[config.mk]
export PLATFORM = sky130hd
export DESIGN_NAME = bfh_host
export DESIGN_NICKNAME = d
export VERILOG_FILES = /design/src/shared/bfh_pkg.sv /design/src/core/bfh_sector_map.sv /design/src/core/bfh_host.sv
export VERILOG_INCLUDE_DIRS = /design/src /design/src/shared
export SDC_FILE = /design/constraint.sdc
export NUM_CORES = 1
export LEC_CHECK = 0
export BUFFER_PORTS_ARGS = -buffer_cell sky130_fd_sc_hd__buf_2
export CAP_MARGIN = 20
export CORE_ASPECT_RATIO = 0.7
export CORE_MARGIN = 3
export CORE_UTILIZATION = 50
export CTS_CLUSTER_DIAMETER = 100
export DETAILED_ROUTE_END_ITERATION = 10
export GPL_TIMING_DRIVEN = 0
export HOLD_SLACK_MARGIN = 0.15
export PLACE_DENSITY_LB_ADDON = 0.08
export SYNTH_ARGS = -nofsm -noshare
export SYNTH_HDL_FRONTEND = slang
export SYNTH_SLANG_ARGS = --single-unit
[constraint.sdc]
create_clock -name sys_clk -period 3.3 [get_ports sys_clk]
set_input_delay 0.495 -clock sys_clk [delete_from_list [all_inputs] [get_ports sys_clk]]
set_output_delay 0.495 -clock sys_clk [all_outputs]
set_load 0.02 [all_outputs]
[src/shared/bfh_params.svh]
`ifndef BFH_PARAMS_SVH
`define BFH_PARAMS_SVH
// ---------------------------------------------------------------
// Bus geometry
// ---------------------------------------------------------------
`define BFH_ADDR_W        18
`define BFH_DATA_W        8
// ---------------------------------------------------------------
// Timing (ns) and clock
// ---------------------------------------------------------------
`define BFH_CLK_PERIOD_NS 100
`define BFH_ACCESS_NS     70
`define BFH_STROBE_NS     100
`define BFH_RESET_NS      500
`define BFH_CYC(ns) (((ns) + `BFH_CLK_PERIOD_NS - 1) / `BFH_CLK_PERIOD_NS)
`define BFH_ACCESS_CYC    `BFH_CYC(`BFH_ACCESS_NS)
`define BFH_STROBE_CYC    `BFH_CYC(`BFH_STROBE_NS)
`define BFH_RESET_CYC     `BFH_CYC(`BFH_RESET_NS)
`define BFH_CNT_W         4
`define BFH_SYNC_CYC      2
// ---------------------------------------------------------------
// Sector boundaries, upper five address bits
// ---------------------------------------------------------------
`define BFH_TOP_S1        5'h08
`define BFH_TOP_S2        5'h10
`define BFH_TOP_S3        5'h18
`define BFH_TOP_S4        5'h1C
`define BFH_TOP_S5        5'h1D
`define BFH_TOP_S6        5'h1E
`define BFH_BOT_S1        5'h02
`define BFH_BOT_S2        5'h03
`define BFH_BOT_S3        5'h04
`define BFH_BOT_S4        5'h08
`define BFH_BOT_S5        5'h10
`define BFH_BOT_S6        5'h18
`endif

[src/shared/bfh_pkg.sv]
package bfh_pkg;
    typedef enum logic [1:0] {
        BFH_OP_READ,
        BFH_OP_WRITE,
        BFH_OP_RESET
    } bfh_op_t;
    typedef logic [2:0] bfh_sector_t;
endpackage

[src/core/bfh_sector_map.sv]
`timescale 1ns/100ps
`include "bfh_params.svh"
module bfh_sector_map (
    input  wire logic [4:0]  upper_bits,   // Address bits 17..13
    input  wire logic        bottom_boot,  // 1 for bottom-boot map
    output logic [2:0]       sector_idx    // Sector 0..6
);
    // ---------------------------------------------------------------
    // Sector decode
    // ---------------------------------------------------------------
    // Boundary compare only; the low address bits never matter
    always_comb begin
        sector_idx = 3'h0;
        if (bottom_boot) begin
            if (upper_bits >= `BFH_BOT_S6) sector_idx = 3'h6;
            else if (upper_bits >= `BFH_BOT_S5) sector_idx = 3'h5;
            else if (upper_bits >= `BFH_BOT_S4) sector_idx = 3'h4;
            else if (upper_bits >= `BFH_BOT_S3) sector_idx = 3'h3;
            else if (upper_bits >= `BFH_BOT_S2) sector_idx = 3'h2;
            else if (upper_bits >= `BFH_BOT_S1) sector_idx = 3'h1;
        end else begin
            if (upper_bits >= `BFH_TOP_S6) sector_idx = 3'h6;
            else if (upper_bits >= `BFH_TOP_S5) sector_idx = 3'h5;
            else if (upper_bits >= `BFH_TOP_S4) sector_idx = 3'h4;
            else if (upper_bits >= `BFH_TOP_S3) sector_idx = 3'h3;
            else if (upper_bits >= `BFH_TOP_S2) sector_idx = 3'h2;
            else if (upper_bits >= `BFH_TOP_S1) sector_idx = 3'h1;
        end
    end
endmodule

[src/core/bfh_host.sv]
// Contract
// Read: select and gate low, strobe high
// Write: strobe and select low, gate high
// Device floats data while gate high
// Device floats data in standby
// Select high means standby
// Wait full access time after standby
// Deselect never aborts running operation
// Reset and power-up give array read
// Array read persists until a write
// Long enough reset aborts, floats data
// Bus ignored while reset low
// Reissue operations a reset interrupted
// Autoselect reads give identification codes
// Busy device reads return status
// Top-boot seven-sector address map
// Bottom-boot seven-sector address map
// Sector chosen by its address bits
// Command register has no address
// High voltage reset means unprotect
// Address at last fall, data first rise
// Bad write returns to array read
// Running operation ignores reset command
// 18-bit address, 8-bit data bus
`timescale 1ns/100ps
`include "bfh_params.svh"
module bfh_host #(
    parameter int ADDR_W = `BFH_ADDR_W,
    parameter int DATA_W = `BFH_DATA_W
) (
    input  wire logic              sys_clk,      // 10 MHz clock
    input  wire logic              nrst,         // Sync reset, low
    input  wire logic              req_valid,    // Request present
    output logic                   req_ready,    // Request accepted
    input  wire bfh_pkg::bfh_op_t  req_op,       // Read/write/reset
    input  wire logic [ADDR_W-1:0] req_addr,     // Byte address
    input  wire logic [DATA_W-1:0] req_wdata,    // Write data
    input  wire logic              bottom_boot,  // Map choice
    output logic                   rsp_valid,    // One-cycle done
    output logic [DATA_W-1:0]      rsp_rdata,    // Read data
    output logic [2:0]             rsp_sector,   // Sector of request
    output logic                   retry_hint,   // Reset hit a write
    output logic [ADDR_W-1:0]      byte_address_lines, // Address pins
    output logic [DATA_W-1:0]      byte_data_lines_o,  // Data drive
    output logic                   byte_data_lines_oe, // Drive enable
    input  wire logic [DATA_W-1:0] byte_data_lines_i,  // Data sense
    output logic                   chip_sel_n,   // Chip select, low
    output logic                   out_gate_n,   // Output gate, low
    output logic                   wr_strobe_n,  // Write strobe, low
    output logic                   dev_reset_n   // Device reset, low
);
    // ---------------------------------------------------------------
    // State and counters
    // ---------------------------------------------------------------
    typedef enum logic [2:0] {
        ST_IDLE, ST_RD, ST_WR, ST_WR_END, ST_RST
    } bfh_state_t;
    bfh_state_t             state_q;
    logic [`BFH_CNT_W-1:0]  cnt_q;
    logic [DATA_W-1:0]      sync1_q;
    logic [DATA_W-1:0]      sync2_q;
    logic                   wrote_q;
    logic [2:0]             sector_w;
    logic                   cnt_done;

    // Shared down-count step; the cast keeps the width exact
    function automatic logic [`BFH_CNT_W-1:0] cnt_dec(
        input logic [`BFH_CNT_W-1:0] c  // Current count
    );
        return c - `BFH_CNT_W'(1);
    endfunction

    assign cnt_done  = (cnt_q == '0);
    assign req_ready = (state_q == ST_IDLE);

    // Sector of the request, for the caller's erase bookkeeping
    bfh_sector_map u_map (
        .upper_bits  (req_addr[ADDR_W-1:ADDR_W-5]),
        .bottom_boot (bottom_boot),
        .sector_idx  (sector_w)
    );

    // Data pins pass two flops before use
    always_ff @(posedge sys_clk) begin
        if (!nrst) begin
            sync1_q <= '0;
            sync2_q <= '0;
        end else begin
            sync1_q <= byte_data_lines_i;
            sync2_q <= sync1_q;
        end
    end

    // ---------------------------------------------------------------
    // Sequencer
    // ---------------------------------------------------------------
    // Each cycle starts from standby, so a read always waits the
    // full select access time plus synchroniser latency
    always_ff @(posedge sys_clk) begin
        if (!nrst) begin
            state_q <= ST_IDLE;
            cnt_q   <= '0;
        end else begin
            unique case (state_q)
                ST_IDLE: begin
                    if (req_valid) begin
                        unique case (req_op)
                            bfh_pkg::BFH_OP_READ: begin
                                state_q <= ST_RD;
                                cnt_q <= `BFH_CNT_W'(`BFH_ACCESS_CYC
                                         + `BFH_SYNC_CYC);
                            end
                            bfh_pkg::BFH_OP_WRITE: begin
                                state_q <= ST_WR;
                                cnt_q <= `BFH_CNT_W'(`BFH_STROBE_CYC);
                            end
                            default: begin
                                state_q <= ST_RST;
                                cnt_q <= `BFH_CNT_W'(`BFH_RESET_CYC);
                            end
                        endcase
                    end
                end
                ST_RD: begin
                    if (cnt_done) state_q <= ST_IDLE;
                    else cnt_q <= cnt_dec(cnt_q);
                end
                ST_WR: begin
                    if (cnt_done) state_q <= ST_WR_END;
                    else cnt_q <= cnt_dec(cnt_q);
                end
                ST_WR_END: state_q <= ST_IDLE;
                ST_RST: begin
                    if (cnt_done) state_q <= ST_IDLE;
                    else cnt_q <= cnt_dec(cnt_q);
                end
                default: state_q <= ST_IDLE;
            endcase
        end
    end

    // ---------------------------------------------------------------
    // Pin drive, registered
    // ---------------------------------------------------------------
    // Gate held high during writes so device never drives back
    always_ff @(posedge sys_clk) begin
        if (!nrst) begin
            chip_sel_n         <= 1'b1;
            out_gate_n         <= 1'b1;
            wr_strobe_n        <= 1'b1;
            dev_reset_n        <= 1'b1;
            byte_data_lines_oe <= 1'b0;
            byte_data_lines_o  <= '0;
            byte_address_lines <= '0;
        end else begin
            chip_sel_n  <= 1'b1;
            out_gate_n  <= 1'b1;
            wr_strobe_n <= 1'b1;
            dev_reset_n <= 1'b1;
            byte_data_lines_oe <= 1'b0;
            if (state_q == ST_IDLE && req_valid) begin
                byte_address_lines <= req_addr;
                byte_data_lines_o  <= req_wdata;
                unique case (req_op)
                    bfh_pkg::BFH_OP_READ: begin
                        chip_sel_n <= 1'b0;
                        out_gate_n <= 1'b0;
                    end
                    bfh_pkg::BFH_OP_WRITE: begin
                        chip_sel_n  <= 1'b0;
                        wr_strobe_n <= 1'b0;
                        byte_data_lines_oe <= 1'b1;
                    end
                    default: dev_reset_n <= 1'b0;
                endcase
            end else if (state_q == ST_RD && !cnt_done) begin
                chip_sel_n <= 1'b0;
                out_gate_n <= 1'b0;
            end else if (state_q == ST_WR) begin
                // Strobe and select rise together; data held two cycles longer
                chip_sel_n  <= cnt_done;
                wr_strobe_n <= cnt_done;
                byte_data_lines_oe <= 1'b1;
            end else if (state_q == ST_WR_END) begin
                byte_data_lines_oe <= 1'b1;
            end else if (state_q == ST_RST && !cnt_done) begin
                dev_reset_n <= 1'b0;
            end
        end
    end

    // ---------------------------------------------------------------
    // Answers
    // ---------------------------------------------------------------
    // Read data may be array, id or status: caller interprets it
    always_ff @(posedge sys_clk) begin
        if (!nrst) begin
            rsp_valid  <= 1'b0;
            rsp_rdata  <= '0;
            rsp_sector <= 3'h0;
        end else begin
            rsp_valid <= 1'b0;
            if (state_q == ST_IDLE && req_valid) rsp_sector <= sector_w;
            if (state_q == ST_RD && cnt_done) begin
                rsp_valid <= 1'b1;
                rsp_rdata <= sync2_q;
            end
            if ((state_q == ST_WR_END) || (state_q == ST_RST && cnt_done))
                rsp_valid <= 1'b1;
        end
    end

    // Flag that a reset may have cut a program or erase short
    always_ff @(posedge sys_clk) begin
        if (!nrst) begin
            wrote_q    <= 1'b0;
            retry_hint <= 1'b0;
        end else if (state_q == ST_WR_END) begin
            wrote_q    <= 1'b1;
            retry_hint <= 1'b0;
        end else if (state_q == ST_RST && cnt_done) begin
            retry_hint <= wrote_q;
            wrote_q    <= 1'b0;
        end
    end

    // ---------------------------------------------------------------
    // Checks
    // ---------------------------------------------------------------
    property p_read_ctl;
        @(posedge sys_clk) disable iff (!nrst)
        !out_gate_n |-> (!chip_sel_n && wr_strobe_n && !byte_data_lines_oe);
    endproperty
    a_read_ctl: assert property (p_read_ctl)
        else $error("read controls wrong");
    property p_write_ctl;
        @(posedge sys_clk) disable iff (!nrst)
        !wr_strobe_n |-> (!chip_sel_n && out_gate_n && byte_data_lines_oe);
    endproperty
    a_write_ctl: assert property (p_write_ctl)
        else $error("write controls wrong");
    property p_access_wait;
        @(posedge sys_clk) disable iff (!nrst)
        $fell(out_gate_n) |-> !out_gate_n [*3];
    endproperty
    a_access_wait: assert property (p_access_wait)
        else $error("read gate too short");
    property p_data_hold;
        @(posedge sys_clk) disable iff (!nrst)
        $rose(wr_strobe_n) |-> byte_data_lines_oe;
    endproperty
    a_data_hold: assert property (p_data_hold)
        else $error("data dropped at strobe rise");
    property p_reset_quiet;
        @(posedge sys_clk) disable iff (!nrst)
        !dev_reset_n |-> (chip_sel_n && out_gate_n && wr_strobe_n);
    endproperty
    a_reset_quiet: assert property (p_reset_quiet)
        else $error("bus active during reset");
    property p_reset_len;
        @(posedge sys_clk) disable iff (!nrst)
        $fell(dev_reset_n) |-> !dev_reset_n [*5];
    endproperty
    a_reset_len: assert property (p_reset_len)
        else $error("reset pulse too short");
endmodule

==> key figures, run 1 <==
Routing
  – Wire per inst: between 10 and 15 um
  – DRC errors left: 0
  – Routed vias/inst: around 5.0
  – Vias: about 2300
  – Post-DRT Antenna Nets: 0
  – DR pass1 iterations: 4
  – DR iter-0 viols: 89
  – Detailed Route WL: 5580 um

Critical path
  – Setup crit end kind: register
  – Worst Path Arrival: approximately 2.3 ns
  – RR Startpoint: cnt_q[0]
  – Setup CP Type: register to register
  – Crit path max-delay cell type: clkbuf_1
  – CP cell instances: inv_1, ha_1, nor3b_1, clkbuf_1, nand3b_1, clkbuf_1, mux2i_1, nor2_1
  – Type of origin of the critical path: register
  – Top delay family on crit path: buffers and inverters
  – Max stage delay on crit path: ~0.39 ns
  – Reg2Reg Depth: 8
  – Top cell by count, worst path: clkbuf_1
  – CP bufs+invs: 3
  – CP Data Required Time: 3.52 ns
  – CP Max Fanout: 10
  – R2R setup slack: between 1 and 1.5 ns
  – R2r endpoint: rsp_rdata[6]

Synthesis
  – Ys Warns: 0
  – Synth Net Count: 326
  – Avg Cell Area, Syn: just under 9 um2
  – Gate count after technology mapping: ~290
  – Cell area after synthesis: 0.00252 mm2
  – Post-synth EDFFs: 0
  – #FFs+latches synth: 68
  – Post-synth top flop: dfxtp_1
  – Post-synth cell types: 43
  – Sequential area share after synthesis: 54.1%
  – Asr flop ratio synth: 0%

Floorplan
  – Io pins: 85
  – Num rows: 20
  – Die ar.: 0.00593 mm2
  – Initial Util: 54.9%
  – Core area: 0.00458 mm2
  – Die H: 65.4 um
  – Die width: 90.8 um

Cells and area
  – Fillers: 411
  – Commonest non-fill, non-tap cell in the layout: buf_2
  – Area of the multi-input gates: 0.00104 mm2
  – Nets@finish: roughly 420
  – Final Util: 70.0%
  – Share of cells above drive strength 1: between 20 and 30%
  – Most frequent cells in the layout: buf_2 (89), dfxtp_1 (68), nand2_1 (62), a21oi_1 (32), and2_1 (19)
  – # diodes: 0
  – Register area: ~0.0014 mm2
  – Area grow syn2layout: 27.4%

STA
  – Post-layout minimum cycle time: 2.12 ns
  – Worst slew margin: a little over three fifths
  – Fmax: roughly 470 MHz
  – Fin. Hold Viols: 0
  – Unrepaired setup endpoints after global routing: false
  – Final worst-path cycle share: 64.2%
  – Final setup vio count: 0
  – Max Slew Vio Count: 0
  – Slew at the pin closest to its max-slew limit: 0.564 ns
  – Setup_tns: 0 ns
  – Fin Clk Skew: 0.00703 ns

Clock network
  – Root buf cell: clkbuf_8
  – Clk slew on worst S/H paths: approximately 0.070 ns
  – Setup bufs post-CTS: 0
  – H-tree levels: 3
  – Clock tree buffer depth: 2
  – Clk_lat worst skew: 0.34 ns
  – CTS buffer count: 9
  – Hold buffer count at cts: 0
  – Post-CTS Resized: 0
  – Clk sink count: just under 70
  – CTS tree: built

GRT
  – Vias in the first global route: roughly 2100
  – Remaining Overflow, GRT: 0
  – Grt peak-use layer: met2
  – GR Util All Layers: 20.0%
  – First-pass GRT wire length: 9400 um
  – Largest net degree at the start of global routing: 13
  – Met2 Usage GRT: between 30% and 40%
  – Met1 Resource Use GR: 24.1%
  – Met3 GRT Util: 8.12%
  – Initial antenna violation count: 0

Flow run
  – Max cap viols: 0

Worst hold path
  – Hold EP: sync1_q[3]
  – Worst Hold Class: primary input to register
  – Hold_sp: byte_data_lines_i[3]
  – Hold Path Depth: 2

Power
  – Maximum VDD drop: approximately 0.00037 V
  – Lkg Pwr: 1.49 nW
  – Total power: 1.89 mW
  – Power Density: 589 mW/mm2

Placement
  – DP HPWL: between 4000 and 5000 um
  – Final GP Congestion: 0.844
  – Port buffer count: 84

Status
  – Status: complete, no violations
## power by group
part | switching, mW | internal (mW) | total, mW
Combinational | 0.223 | 0.136 | 0.360
Clock | 0.311 | 0.313 | 0.624
Sequential | 0.0273 | 0.878 | 0.906
## cells in the mapped netlist, types with 2 or more instances
master,n,area share [%]
nor3_1,5,0.99
nand3_1,2,0.40
clkbuf_1,13,1.9
nand2b_1,3,0.75
o21ai_1,2,0.40
nor2b_1,3,0.75
a31oi_1,2,0.50
a211oi_1,2,0.60
or3_1,2,0.50
o21a_1,2,0.60
buf_2,5,0.99
dfxtp_1,68,54
a21oi_1,32,6.4
nand2_1,62,9.2
mux2i_1,10,4.0
and2_1,19,4.7
inv_1,6,0.90
nor2_1,18,2.7
nor4_1,2,0.50
o21ai_0,3,0.60
a221o_1,2,0.80
## state kept, by name, summed over array words and instances, names as in the netlist
signal	count
byte_address_lines	18
byte_data_lines_o	8
rsp_rdata	8
sync1_q	8
sync2_q	8
cnt_q	4
rsp_sector	3
state_q	3
byte_data_lines_oe	1
chip_sel_n	1
dev_reset_n	1
out_gate_n	1
retry_hint	1
rsp_valid	1
wr_strobe_n	1
wrote_q	1
## logic make-up (layout without fill, tap and decap cells)
group,Yosys count,count (layout),share of synthesized area [%]
compound gates,56,56,13.7
mux,10,10,3.98
fa+ha+maj,1,1,0.497
simple gates,123,123,22.9
buf+inv,26,126,4.43
flops,68,68,54.1
xor+xnor,1,1,0.348
## how the worst max path moves through the flow
| stage | from | end | slack [ns] | depth (start not counted) |
|---|---|---|---|---|
| floorplan | cnt_q[0] | cnt_q[3] | 1.42 | 6 |
| global placement | cnt_q[0] | rsp_rdata[7] | 1.24 | 8 |
| detailed placement | cnt_q[0] | rsp_rdata[6] | 1.18 | 8 |
| CTS | cnt_q[0] | rsp_rdata[6] | 1.15 | 8 |
| global route | cnt_q[0] | rsp_rdata[6] | 1.01 | 8 |
| finish | cnt_q[0] | rsp_rdata[6] | 1.18 | 8 |
## per-stage QoR
stage	setup slack, ns	hold slack, ns	cells	cell area, um2
final	1.18	0.354	451	3210
after global routing	1.01	0.334	451	3210
after CTS	1.15	0.333	451	3210
after detailed placement	1.18	0.419	435	3020
after global placement	1.24	0.413	435	3020
after floorplan	1.42	0.412	285	2520
## layer usage
metal / vias up / wire (um)
met5: - / 0
met3: 7 / 514
li1: 1145 / -
met1: 1027 / 2510
met2: 79 / 2500
met4: 0 / 51
## area by class of cell
type | count | area share (%)
repair buffers | 84 | 13.1
well taps | 66 | 2.58
inverters | 7 | 0.819
multi-input cells | 191 | 32.5
clock inverters | 5 | 1.13
flip-flops and latches | 68 | 42.5
clock buffers | 11 | 4.72
plain buffers | 19 | 2.65
No activity file was read; power rests on OpenSTA's default activity.
==> run 2, diff against run 1 <==
ABC_AREA = 1   (was unset)
CORE_UTILIZATION = 49   (was 50)
clock period = 2 ns   (was 3.3 ns; I/O delays follow)
==> run 2 against run 1 <==
Compared with the run above: sequential share of layout area decreased by 1.9 points; first-iteration DRC count fell by 1.1%; register-to-register slack worse by 0.72 ns; global-route usage hardly changed; via count grew 5.5%; critical path type unchanged.
==> key figures, run 2 <==
Status
  – Status: complete, no violations

Placement
  – Port buffer count: 83
  – Inst Count DP: 486
  – Final GP Congestion: 0.879
  – Worst slack, placed: 0.477 ns
  – DP HPWL: around 4400 um

Routing
  – DR iter-0 viols: 88
  – DR pass1 iterations: 5
  – Vias: 2382
  – Routed vias/inst: 4.67
  – Detailed Route WL: around 6000 um
  – DRC errors left: 0
  – Wire per inst: 11.6 um
  – Post-DRT Antenna Nets: 0

Synthesis
  – Dominant cell type by area after synthesis: dfxtp_1
  – #FFs+latches synth: about 70
  – Ranking of synthesized cells by area: dfxtp_1 (53%), nand2_1 (13%), inv_1 (5.9%)
  – Most instantiated cells after synthesis: nand2_1 (90), dfxtp_1 (68), inv_1 (40), nor2_1 (32), a21oi_1 (29)
  – Synth top area share: 53.2%
  – Synth Net Count: about 380
  – Count leader, synth: nand2_1
  – Gate count after technology mapping: 334
  – Cell area after synthesis: 0.00256 mm2
  – Asr flop ratio synth: 0%
  – Post-synth cell types: 24
  – Sequential area share after synthesis: 53.2%
  – Ys Warns: 0
  – Avg Cell Area, Syn: 7.66 um2
  – Post-synth EDFFs: 0
  – Post-synth top flop: dfxtp_1

STA
  – Fin Clk Skew: 0.00634 ns
  – Fin. Hold Viols: 0
  – Setup_tns: 0 ns
  – Fmax: 650 MHz
  – Worst hold slack: 0.204 ns
  – Slew at the pin closest to its max-slew limit: ~0.47 ns
  – Max Slew Vio Count: 0
  – Final setup vio count: 0
  – Unrepaired setup endpoints after global routing: false
  – Worst slew margin: 68.7%
  – Post-layout minimum cycle time: 1.54 ns
  – Final worst-path cycle share: 76.9%
  – Worst Slack Setup Final: 0.463 ns

Cells and area
  – Max reg flops: 18
  – Final Util: between 60% and 70%
  – Commonest non-fill, non-tap cell in the layout: nand2_1
  – Non-filler instance count after layout: 510
  – Largest Register: byte_address_lines
  – # diodes: 0
  – Area grow syn2layout: 31.3%
  – Most frequent cells in the layout: nand2_1 (90), buf_2 (88), dfxtp_1 (68), inv_1 (40), nor2_1 (32)
  – Share of cells above drive strength 1: 26.1%
  – Nets@finish: 477

Power
  – Power Density: 1240 mW/mm2
  – Maximum VDD drop: 0.000650 V
  – Lkg Pwr: between 1.5 and 2 nW

Floorplan
  – Initial Util: 52.0%
  – Num rows: 21
  – Io pins: 85
  – Core area: 0.00491 mm2
  – Die H: between 60 and 70 um
  – Die width: 92.4 um
  – Die ar.: 0.00614 mm2

Critical path
  – Setup CP Type: register to register
  – R2r endpoint: rsp_rdata[1]
  – Type of origin of the critical path: register
  – R2R setup slack: 0.46 ns
  – CP Data Required Time: approximately 2.2 ns
  – Reg2Reg Depth: 7
  – RR Startpoint: cnt_q[0]
  – Worst Path Arrival: 1.76 ns
  – CP Max Fanout: 9
  – Setup crit end kind: register

Clock network
  – Clk sink count: 68
  – Root buf cell: clkbuf_8
  – H-tree levels: 3
  – CTS tree: built
  – Clk_lat worst skew: between 0.3 and 0.4 ns
  – Clock tree buffer depth: 2
  – Post-CTS Resized: 0
  – Clk slew on worst S/H paths: 0.07 ns
  – CTS buffer count: 9

Worst hold path
  – Hold_sp: req_wdata[2]
  – Hold Path Depth: 3
  – Worst Hold Class: primary input to register
  – Hold EP: byte_data_lines_o[2]

Flow run
  – Max cap viols: 0

GRT
  – Initial antenna violation count: 0
  – Remaining Overflow, GRT: 0
  – First-pass GRT wire length: between 9000 and 10000 um
  – Largest net degree at the start of global routing: 12
  – Vias in the first global route: 2175
  – GR Util All Layers: 20.0%
run 2: cell type report:
cell class	instances	area, um2
tap	69	86.3
buffer	12	58.8
inverter	43	161
sequential	68	1360
clock inverter	4	72.6
fill	458	1560
clock buffer	12	145
multi-input combinational	211	976
timing repair buffer	91	495
run 2: how the worst max path moves through the flow:
| stage | start | endpoint | slack (ns) |
|---|---|---|---|
| global route | cnt_q[0] | rsp_valid | 0.32 |
| finish | cnt_q[0] | rsp_rdata[1] | 0.46 |
| detailed placement | cnt_q[0] | rsp_rdata[1] | 0.48 |
| CTS | cnt_q[0] | rsp_rdata[1] | 0.46 |
| floorplan | cnt_q[0] | cnt_q[2] | 0.70 |
| global placement | cnt_q[0] | rsp_rdata[5] | 0.49 |
run 2: through the flow:
| stage | power (mW) | cell area (um2) |
|---|---|---|
| 2_1_floorplan | 2.58 | 2560 |
| 4_1_cts | 4.18 | 3360 |
| 3_5_place_dp | 2.95 | 3060 |
| 5_1_grt | 4.42 | 3360 |
| 3_3_place_gp | 2.91 | 3060 |
| 6_report | 4.15 | 3360 |
run 2: layer usage:
layer / vias to the layer above / routed length, um / global-route usage (%)
met1: 1059 / 2790 / 25.5
met5: - / 0 / 0
met3: 8 / 294 / 5.12
met2: 60 / 2760 / 32.1
met4: 0 / 72 / 9.07
li1: 1255 / - / -
run 2: kinds of logic after synthesis:
logic type | share of synthesized area (%)
and+or+nand+nor | 25.1
DFF | 53.2
AOI/OAI and AO/OA | 12.5
buffers and inverters | 8.61
adders and majority gates | 0.489
run 2: where the power goes:
group | internal, mW | switching (mW) | total (mW)
sequential | 1.56 | 0.101 | 1.66
clock | 0.735 | 0.488 | 1.22
combinational | 0.430 | 0.842 | 1.27
run 2: worst max-delay path, cell delays in order, from the launching register on:
cell     delay, ns
dfxtp_1       0.31
inv_1         0.10
ha_1          0.20
nand3_1       0.23
nor2_4        0.27
inv_2         0.14
nor2_1        0.12
nor2_1        0.05
run 2: what timing repair did:
item | in CTS | in global routing
endpoints found under the hold margin | 8 | 0
setup buffers | 0 | 0
hold buffers | 8 | 0
==> run 3, diff against run 2 <==
CORE_UTILIZATION = 45   (was 49)
clock period = 1.4 ns   (was 2 ns; I/O delays follow)
==> run 3 against run 2 <==
Compared with the run above: routed wire length grew 4.5%; critical path depth decreased by 3; sequential power rose by 43%; global-route usage decreased by 0.88 points; first-iteration DRC count fell by 10%; highest routed layer unchanged.
==> key figures, run 3 (synthesis results as in run 2) <==
Status
  – Status: complete, no violations

Flow run
  – Max cap viols: 0

Placement
  – Inst Count DP: 489
  – DP HPWL: between 4000 and 5000 um
  – Final GP Congestion: 0.928
  – Port buffer count: 83
  – Worst slack, placed: -0.148 ns

Cells and area
  – Largest Register: byte_address_lines
  – Nets@finish: 505
  – Area grow syn2layout: 44.6%
  – # diodes: 0
  – Most frequent cells in the layout: nand2_1 (86), buf_2 (86), dfxtp_1 (65), inv_1 (37), nor2_1 (32)
  – Max reg flops: 18
  – Share of cells above drive strength 1: 29.0%
  – Final Util: 68.9%
  – Non-filler instance count after layout: 541

Floorplan
  – Die H: 69.1 um
  – Core area: 0.00537 mm2
  – Die width: 96.1 um
  – Die ar.: 0.00664 mm2
  – Initial Util: 47.6%
  – Num rows: 22
  – Io pins: between 80 and 90

GRT
  – Remaining Overflow, GRT: 0
  – Largest net degree at the start of global routing: 12
  – Vias in the first global route: between 2000 and 2500
  – GR Util All Layers: 19.1%
  – First-pass GRT wire length: 10100 um
  – Initial antenna violation count: 0

STA
  – Fin Clk Skew: 0.00538 ns
  – Max Slew Vio Count: 0
  – Worst slew margin: 66.7%
  – Slew at the pin closest to its max-slew limit: roughly 0.5 ns
  – Worst Slack Setup Final: a little over 0.09 ns
  – Fin. Hold Viols: 0
  – Post-layout minimum cycle time: 1.31 ns
  – Fmax: approximately 760 MHz
  – Final setup vio count: 0
  – Final worst-path cycle share: between 90% and 100%

Routing
  – Routed wl met3: roughly 350 um
  – Met2 wire len: between 2000 and 3000 um
  – Vias: 2490
  – Routed vias/inst: roughly 4.6
  – Wire per inst: 11.4 um
  – Highest routed layer: met4
  – DR iter-0 viols: 79
  – Met1 Wirelength: 2890 um
  – Post-DRT Antenna Nets: 0
  – Detailed Route WL: 6180 um
  – DRC errors left: 0
  – DR pass1 iterations: 4

Clock network
  – Root buf cell: clkbuf_8
  – Clock tree buffer depth: 2
  – CTS buffer count: 9
  – CTS tree: built
  – Clk_lat worst skew: 0.33 ns
  – Clk sink count: 68
  – H-tree levels: 3
  – Clk slew on worst S/H paths: 0.07 ns

Power
  – Total power: 6.32 mW
  – Power Density: 1710 mW/mm2
  – Lkg Pwr: ~1.9 nW
  – Maximum VDD drop: a little over 0.0008 V

Critical path
  – CP Data Required Time: 1.19 ns
  – Type of origin of the critical path: register
  – CP Max Fanout: 5
  – Crit path max-delay cell type: dfxtp_2
  – CP cell instances: nor2_4, nand2_2, inv_1, buf_4
  – Setup crit end kind: output port
  – Worst Path Arrival: 1.10 ns
  – Max stage delay on crit path: 0.35 ns
  – Setup CP Type: register to output port

Worst hold path
  – Worst Hold Class: primary input to register
-- run 3: cell count changes in the layout (fill, tap and decap cells not counted), moves of 3 or more --
cell	change
inv_1	-3
dlygate4sd3_1	+21
nand2_1	-4
dfxtp_2	+3
buf_4	+6
buf_6	+3
dfxtp_1	-3
nand2_2	+4
-- run 3: area by class of cell --
| cell class | instances | area, um2 |
|---|---|---|
| Buffer | 12 | 72.6 |
| Clock buffer | 12 | 165 |
| Clock inverter | 4 | 70.1 |
| Fill cell | 460 | 1670 |
| Inverter | 43 | 164 |
| Multi-Input combinational cell | 211 | 1010 |
| Sequential cell | 68 | 1370 |
| Tap cell | 72 | 90.1 |
| Timing Repair Buffer | 119 | 761 |
-- run 3: report_power, final --
| part | internal [mW] | total, mW | leakage, nW | switching (mW) |
|---|---|---|---|---|
| registers | 2.23 | 2.38 | 0.560 | 0.154 |
| clock network | 1.14 | 1.84 | 0.122 | 0.694 |
| logic | 0.818 | 2.11 | 1.23 | 1.29 |
| total | 4.19 | 6.32 | 1.91 | 2.14 |
-- run 3: path summary, 6_finish.rpt --
kind / start / end / slack [ns] / cells after the start
min: req_addr[15] / byte_address_lines[15] / 0.18 / 3
max reg2reg: state_q[0] / byte_data_lines_o[2] / 0.10 / 7
min reg2reg: sync1_q[0] / sync2_q[0] / 0.41 / 2
max: state_q[0] / req_ready / 0.09 / 4
-- run 3: routing by layer --
metal  global-route usage (%)  vias up
met2                     28.6       61
met5                        0        -
met3                     7.63        4
li1                         -     1317
met4                     4.42        0
met1                     25.9     1108
-- run 3: worst max-delay path, delay by kind of cell, from the launching register on --
kind	cells	cell delay, ns
buf+inv	2	0.19
flops	1	0.35
simple gates	2	0.23
-- run 3: per-stage QoR --
step | instance area (um2) | hold WS [ns] | TNS [ns]
2_1_floorplan | 2560 | 0.308 | 0
3_3_place_gp | 3060 | 0.392 | -1.25
3_5_place_dp | 3060 | 0.395 | -1.47
4_1_cts | 3630 | 0.163 | 0
5_1_grt | 3700 | 0.183 | -0.00772
6_report | 3700 | 0.179 | 0
-- run 3: timing repair --
| item | in CTS | in global routing |
|---|---|---|
| hold buffers | 29 | 0 |
| pin swaps | 2 | 2 |
| gates resized for setup | 3 | 19 |
| buffers inserted | 4 | 3 |
| endpoints found under the hold margin | 29 | 0 |
| setup endpoints to repair | 19 | 48 |
